## config.mk

```make
export PLATFORM = sky130hd
export DESIGN_NAME = fsb_port
export DESIGN_NICKNAME = d
export VERILOG_FILES = /design/src/hdl/fsb_pkg.sv /design/src/hdl/fsb_clk_div.sv /design/src/hdl/fsb_port.sv
export SDC_FILE = /design/constraint.sdc
export NUM_CORES = 1
export LEC_CHECK = 0
export ABC_AREA = 1
export BUFFER_PORTS_ARGS = -buffer_cell sky130_fd_sc_hd__buf_4
export CORE_ASPECT_RATIO = 0.7
export CORE_MARGIN = 2
export CORE_UTILIZATION = 46
export DETAILED_ROUTE_END_ITERATION = 16
export PLACE_DENSITY = 0.75
export SLEW_MARGIN = 20
export SYNTH_ARGS = -nofsm -noshare
export SYNTH_HDL_FRONTEND = slang
export SYNTH_SLANG_ARGS = --single-unit
export TNS_END_PERCENT = 30
```

## constraint.sdc

```tcl
create_clock -name sys_clk -period 1.2 [get_ports sys_clk]
set_clock_uncertainty 0.1 [all_clocks]
set_input_delay 0.24 -clock sys_clk [delete_from_list [all_inputs] [get_ports sys_clk]]
set_output_delay 0.24 -clock sys_clk [all_outputs]
set_load 0.02 [all_outputs]
```

## src/hdl/fsb_pkg.sv

```systemverilog
// Shared constants for the synchronous FIFO bus port.
// Assumes a single system clock at SYS_HZ and a synchronous reset.
package fsb_pkg;
    // System clock rate
    localparam int SYS_HZ        = 20_000_000;
    // Selectable bus clock rates, Hz
    localparam int BUS_HZ_SLOW   = 66_000_000;
    localparam int BUS_HZ_FAST   = 100_000_000;
    // Half period in system cycles, rounded down, never below one
    localparam int HALF_SLOW_RAW = SYS_HZ / (2 * BUS_HZ_SLOW);
    localparam int HALF_FAST_RAW = SYS_HZ / (2 * BUS_HZ_FAST);
    localparam int HALF_SLOW     = (HALF_SLOW_RAW < 1) ? 1 : HALF_SLOW_RAW;
    localparam int HALF_FAST     = (HALF_FAST_RAW < 1) ? 1 : HALF_FAST_RAW;
    // Bus, lane and divider counter widths
    localparam int DATA_W_WIDE   = 32;
    localparam int DATA_W_NARROW = 16;
    localparam int LANE_W        = 8;
    localparam int DIV_CNT_W     = 8;
    // Reset levels of the active-low flags (deasserted)
    localparam logic FLAG_IDLE_N = 1'b1;
endpackage : fsb_pkg

```

## src/hdl/fsb_clk_div.sv

```systemverilog
// Bus clock divider: drives the bus clock and a one-cycle rise enable.
// Assumes sys_clk is the only clock; rst is synchronous, active high.
`timescale 1ns/10ps
module fsb_clk_div #(
    parameter int HALF_SLOW = fsb_pkg::HALF_SLOW,
    parameter int HALF_FAST = fsb_pkg::HALF_FAST
) (
    input  wire logic sys_clk,
    input  wire logic rst,
    input  wire logic fast_sel,
    output logic      bus_clk_q,
    output logic      rise_q
);
    localparam int CW = fsb_pkg::DIV_CNT_W;

    // Refuse half periods the counter cannot hold
    initial begin
        if (HALF_SLOW < 1 || HALF_SLOW > (1 << CW) - 1 ||
            HALF_FAST < 1 || HALF_FAST > (1 << CW) - 1) begin
            $error("fsb_clk_div: half period out of range");
        end
    end

    logic [CW-1:0] cnt_q;
    wire  [CW-1:0] reload_w = fast_sel ? CW'(HALF_FAST - 1)
                                       : CW'(HALF_SLOW - 1);

    // Count down a half period, then toggle the bus clock
    always_ff @(posedge sys_clk) begin
        if (rst) begin
            cnt_q     <= '0;
            bus_clk_q <= 1'b0;
            rise_q    <= 1'b0;
        end else if (cnt_q == '0) begin
            cnt_q     <= reload_w;
            bus_clk_q <= ~bus_clk_q;
            rise_q    <= ~bus_clk_q;   // High with the rising bus edge
        end else begin
            cnt_q     <= cnt_q - CW'(1);
            rise_q    <= 1'b0;
        end
    end
endmodule : fsb_clk_div

```

## src/hdl/fsb_port.sv

```systemverilog
// Device end of the parallel synchronous FIFO bus.
// Assumes the master samples and launches on the rising bus clock edge
// and that the user side runs on sys_clk.
//
// Contract
// Device drives the bus clock out, at a slow or fast selectable rate; here both selects give SYS_HZ/2.
// Data word is two-way; each side drives it only in its direction.
// Narrow variant: sixteen data bits and two byte lane enables.
// Byte lane enables travel with data, driven by the data source.
// Single-channel: space flag low only while a byte of space is free.
// Master writes only while the space flag is low.
// Multi-channel: space flag pin carries a status-valid indication.
// Single-channel: data flag low when a byte is available to read.
// Master reads only while the data flag shows data available.
// Write strobe: write enable single-channel, request multi-channel.
// Single-channel: output enable lets device drive data to master.
// All bus signals launched and sampled on the rising bus clock.
`timescale 1ns/10ps
module fsb_port #(
    parameter int DATA_W = fsb_pkg::DATA_W_WIDE,
    parameter int BE_W   = DATA_W / fsb_pkg::LANE_W
) (
    input  wire logic              sys_clk,
    input  wire logic              rst,
    input  wire logic              clk_fast_sel,
    input  wire logic              multi_channel_mode,
    output logic                   bus_clk,
    input  wire logic [DATA_W-1:0] data_in,
    output logic      [DATA_W-1:0] data_out,
    output logic                   data_oe,
    input  wire logic [BE_W-1:0]   byte_lane_enable_in,
    output logic      [BE_W-1:0]   byte_lane_enable_out,
    output logic                   byte_lane_enable_oe,
    output logic                   tx_space_avail_n,
    output logic                   rx_data_avail_n,
    input  wire logic              wr_strobe_n,
    input  wire logic              rd_strobe_n,
    input  wire logic              out_enable_n,
    input  wire logic              usr_wr_space,
    input  wire logic              usr_status_valid,
    output logic                   usr_wr_valid,
    output logic                   usr_req,
    output logic      [DATA_W-1:0] usr_wr_data,
    output logic      [BE_W-1:0]   usr_wr_be,
    input  wire logic              usr_rd_valid,
    input  wire logic [DATA_W-1:0] usr_rd_data,
    input  wire logic [BE_W-1:0]   usr_rd_be,
    output logic                   usr_rd_ready
);
    // Only the wide and narrow variants exist
    initial begin
        if (!(DATA_W == fsb_pkg::DATA_W_WIDE ||
              DATA_W == fsb_pkg::DATA_W_NARROW) ||
            BE_W != DATA_W / fsb_pkg::LANE_W) begin
            $error("fsb_port: unsupported bus width");
        end
    end

    // Strobe taken on a bus edge while low
    function automatic logic fsb_take(input logic strobe_n,
                                      input logic rise);
        fsb_take = rise & ~strobe_n;
    endfunction : fsb_take

    logic bus_rise;

    // Bus clock and its rising-edge enable
    fsb_clk_div #(
        .HALF_SLOW (fsb_pkg::HALF_SLOW),
        .HALF_FAST (fsb_pkg::HALF_FAST)
    ) u_div (
        .sys_clk   (sys_clk),
        .rst       (rst),
        .fast_sel  (clk_fast_sel),
        .bus_clk_q (bus_clk),
        .rise_q    (bus_rise)
    );

    // Two-stage synchronisers on every pin input
    logic [DATA_W-1:0] data_m_q,   data_s_q;
    logic [BE_W-1:0]   be_m_q,     be_s_q;
    logic [2:0]        ctl_m_q,    ctl_s_q;
    always_ff @(posedge sys_clk) begin
        data_m_q <= data_in;
        data_s_q <= data_m_q;
        be_m_q   <= byte_lane_enable_in;
        be_s_q   <= be_m_q;
        ctl_m_q  <= {wr_strobe_n, rd_strobe_n, out_enable_n};
        ctl_s_q  <= ctl_m_q;
    end
    wire wr_n_s = ctl_s_q[2];
    wire rd_n_s = ctl_s_q[1];
    wire oe_n_s = ctl_s_q[0];

    // Flag registers and bus drive state
    logic              tx_n_q, rx_n_q, data_oe_q;
    logic [DATA_W-1:0] data_out_q;
    logic [BE_W-1:0]   be_out_q;
    logic              hold_valid_q;
    logic [DATA_W-1:0] hold_data_q;
    logic [BE_W-1:0]   hold_be_q;
    logic              usr_wr_valid_q, usr_req_q, usr_rd_ready_q;
    logic [DATA_W-1:0] usr_wr_data_q;
    logic [BE_W-1:0]   usr_wr_be_q;

    // Decode of bus events
    wire write_take = fsb_take(wr_n_s, bus_rise) & ~multi_channel_mode
                      & ~tx_n_q;
    wire req_take   = fsb_take(wr_n_s, bus_rise) & multi_channel_mode;
    wire read_perm  = multi_channel_mode ? ~rd_n_s
                                         : ~oe_n_s;
    wire drive_d    = read_perm & hold_valid_q & wr_n_s;
    wire read_take  = fsb_take(rd_n_s, bus_rise) & data_oe_q
                      & hold_valid_q & ~rx_n_q;
    wire load_hold  = usr_rd_valid & usr_rd_ready_q;
    wire tx_n_d     = multi_channel_mode ? ~usr_status_valid
                                         : ~usr_wr_space;

    // Flags and drive are launched only on a rising bus edge
    always_ff @(posedge sys_clk) begin
        if (rst) begin
            tx_n_q     <= fsb_pkg::FLAG_IDLE_N;
            rx_n_q     <= fsb_pkg::FLAG_IDLE_N;
            data_oe_q  <= 1'b0;
            data_out_q <= '0;
            be_out_q   <= '0;
        end else if (bus_rise) begin
            tx_n_q     <= tx_n_d;
            rx_n_q     <= ~hold_valid_q;
            data_oe_q  <= drive_d;
            data_out_q <= hold_data_q;
            be_out_q   <= hold_be_q;
        end
    end

    // One-word holding register toward the master
    always_ff @(posedge sys_clk) begin
        if (rst) begin
            hold_valid_q   <= 1'b0;
            hold_data_q    <= '0;
            hold_be_q      <= '0;
            usr_rd_ready_q <= 1'b0;
        end else begin
            if (load_hold) begin
                hold_valid_q <= 1'b1;
                hold_data_q  <= usr_rd_data;
                hold_be_q    <= usr_rd_be;
            end else if (read_take) begin
                hold_valid_q <= 1'b0;
            end
            usr_rd_ready_q <= ~hold_valid_q & ~load_hold;
        end
    end

    // Words written by the master, handed to the user side
    always_ff @(posedge sys_clk) begin
        if (rst) begin
            usr_wr_valid_q <= 1'b0;
            usr_req_q      <= 1'b0;
            usr_wr_data_q  <= '0;
            usr_wr_be_q    <= '0;
        end else begin
            usr_wr_valid_q <= write_take;
            usr_req_q      <= req_take;
            if (write_take) begin
                usr_wr_data_q <= data_s_q;
                usr_wr_be_q   <= be_s_q;
            end
        end
    end

    // Port outputs, all from flip-flops
    assign tx_space_avail_n     = tx_n_q;
    assign rx_data_avail_n      = rx_n_q;
    assign data_out             = data_out_q;
    assign data_oe              = data_oe_q;
    assign byte_lane_enable_out = be_out_q;
    assign byte_lane_enable_oe  = data_oe_q;
    assign usr_wr_valid         = usr_wr_valid_q;
    assign usr_req              = usr_req_q;
    assign usr_wr_data          = usr_wr_data_q;
    assign usr_wr_be            = usr_wr_be_q;
    assign usr_rd_ready         = usr_rd_ready_q;

    // Checks
    localparam int AST_HALF_MAX = 2 * ((1 << fsb_pkg::DIV_CNT_W) - 1);
endmodule : fsb_port

```

==> results.toml <==
[yosys]
synth_area_sq_mm = 0.00606
syn_area_per_cell_sq_um = 9.40
synth-seq-cells = 203
synthTopCellsByCount = "dfxtp_1 (203), nor2_1 (160), o21ai_0 (72)"
yosys.cell_count.top_type = "dfxtp_1"
synth_seq_area_share = 0.671
synth_top_cell_by_area = "dfxtp_1"
post-synth-top-area-fraction = 0.671
synth_edf_count = 0
synth_flop_cell = "dfxtp_1"
netlist-cell-type-count = 25
synth_cells = 645
synth.net_count = 729
synthArstFlopShare = 0
synth_warnings = 0
yosys-top-cells-area = "dfxtp_1 (67%), nor2_1 (9.9%), o21ai_0 (5.9%)"

[final_layout]
fillers = 767
drive_gt1_frac = 0.412
area_delta_synth_final_pct = 65.7
antenna_cells = 0
nNetsFinal = 1004

[clocking]
htreeDepth = 1
cts_buffers = 19
clock_latency_ns = 0.48
cts_tree = "done"
clockRootBuffer = "clkbuf_16"
clk_pin_slew_ns = 0.07
cts.path.max_buffers = 3
cts.sink_count = 203

[floorplanning]
die_h_um = 100
coreArea_sq_mm = 0.0130
num_io_pins = 162
dieArea_sq_mm = 0.0141
initial_utilization = 0.466
dieWidth_um = 141
rows = 35

[power_and_ir_drop]
power_density_mw_per_mm2 = 1530
p_leak_nw = 4.32
vdd_ir_drop_max_mv = 1.39

[timing]
relSlewSlack = 0.806
setup_tns_ns = -11.47
rsz0062_at_grt = "true"
max_freq_mhz = 711
hold_viol_final = 0
finalSetupViolCount = 136
finalCritPeriodShare = 1.17
hold_slack_ns = 0.0731
worst_slew_pin_slew_ns = 0.288
final_max_slew_viol_count = 0
post-route-min-period_ns = 1.41
worst_slack_ns = -0.207

[critical_path]
cp.arrival_ns = 1.67
critPathCaptureType = "flop"
cp_max_fo = 6
cp_slowest_cell = "dfxtp_2"
critPathRequiredTime_ns = 1.46
crit_chain = "buf_4, nor2_4, buf_12, buf_16, nand2_4, nand2_1, a21oi_1"
crit_family = "buffers and inverters"
critPathMaxStageDelay_ns = 0.33
crit_buf_inv = 3
crit_type = "flop to flop"
start_kind = "flop"

[drt]
wl_mm = 19.1
ant_nets = 0
drc_errors = 0
routedWlPerCell_um = 17.4
dr.pass1.iters = 5
dr_total_vias = 5540
via_per_inst = 5.05
drtIter0Drc = 226

[global_route]
antenna_found_initial = 0
grt_pass1_vias = 5468
grt_first_pass_wirelength_mm = 26.7
grt_max_degree = 58
grt_usage = 0.234
grt.overflow.total = 0

[place]
globalplace.congestion = 0.750
portBuffers = 160
place_worst_setup_slack_ns = -0.0823
dp_hpwl_mm = 9.19

[min_path]
hold_path_class = "input pin to flop"

[outcome]
status = "finished with violations"
violations = "setup timing"

[job]
drv_cap = 0
[where the power goes]
group          switching, W  internal, W  total [W]
Clock               0.00248      0.00396    0.00644
Sequential         0.000189      0.00710    0.00729
Combinational      0.000771     0.000860    0.00163
[per-stage QoR]
stage	util	power, W	instance area (sq um)	std cells
after floorplan	-	0.00791	6060	645
after global placement	0.573	0.00842	7450	948
after detailed placement	0.573	0.00846	7450	948
after CTS	0.735	0.0152	9560	1076
after global routing	0.772	0.0159	10000	1097
final	0.772	0.0154	10000	1097
[cell families after synthesis]
logic type | Yosys count | synth area share
compound gates | 119 | 0.0993
fa+ha+maj | 2 | 0.00413
buf+inv | 54 | 0.0442
flops | 203 | 0.671
simple gates | 266 | 0.180
xor+xnor | 1 | 0.00145
[flip-flops by register name (all words and copies together), names as in the netlist]
signal / cells
usr_wr_data: 32
usr_req: 1
usr_wr_valid: 1
rx_data_avail_n: 1
byte_lane_enable_oe: 1
data_out: 32
hold_data_q: 32
u_div.bus_clk_q: 1
u_div.cnt_q: 8
tx_space_avail_n: 1
data_s_q: 32
ctl_m_q: 3
usr_wr_be: 4
data_m_q: 32
u_div.rise_q: 1
hold_be_q: 4
hold_valid_q: 1
byte_lane_enable_out: 4
be_m_q: 4
ctl_s_q: 3
be_s_q: 4
usr_rd_ready: 1
[final cells by class]
type | count | area [sq um] | area share
flip-flops and latches | 203 | 4170 | 0.415
repair buffers | 288 | 2920 | 0.290
multi-input cells | 393 | 2020 | 0.201
clock buffers | 25 | 528 | 0.0526
well taps | 166 | 208 | 0.0207
clock inverters | 7 | 139 | 0.0138
inverters | 15 | 61.3 | 0.00610
[worst reg2reg max path: stages (launching register included)]
cell	delay (ns)
dfxtp_2	0.33
buf_4	0.14
nor2_4	0.12
buf_12	0.14
buf_16	0.18
nand2_4	0.13
nand2_1	0.10
a21oi_1	0.07
[per-layer routing]
layer  share of wire  up-vias  GRT usage  wire length (um)
li1                -     2650          -                 -
met1            0.43     2630      0.291              8190
met2            0.48      221      0.412              9180
met3           0.063       39     0.0453              1200
met4           0.026        0     0.0777               499
met5               0        -          0                 0
[placed cells by master (no fill, tap or decap), types with 5 or more instances in the layout]
master         count
nand3_2            6
buf_4            107
buf_12             8
nand2_2           12
nand2_8            5
dlygate4sd3_1     78
nor2_1           157
a21oi_1           25
a21oi_2           17
o21ai_2            6
buf_6             88
dfxtp_1          120
nand2_1           42
o21ai_0           39
nand3_1           34
o21ai_1           29
clkbuf_16         24
inv_1             11
dfxtp_2           81
[repair_timing]
| item | CTS | global route |
|---|---|---|
| pin swaps | 6 | 17 |
| hold buffers | 78 | 0 |
| resized for setup | 172 | 100 |
| setup buffers | 14 | 12 |
| endpoints found under the setup margin | 129 | 188 |
| endpoints found under the hold margin | 77 | 0 |
| cloned | 4 | 9 |
[worst paths after layout]
kind                                  from                      endpoint  slack (ns)  cells past startpoint
max          tx_space_avail_n$_SDFFE_PP1P_  usr_wr_data[17]$_SDFFE_PP0P_       -0.21                      7
min                                    rst     u_div.cnt_q[6]$_SDFF_PP0_        0.07                      4
max reg2reg  tx_space_avail_n$_SDFFE_PP1P_  usr_wr_data[17]$_SDFFE_PP0P_       -0.21                      7
min reg2reg           data_m_q[19]$_DFF_P_          data_s_q[19]$_DFF_P_        0.22                      0
No activity file was read; power rests on OpenSTA's default activity.
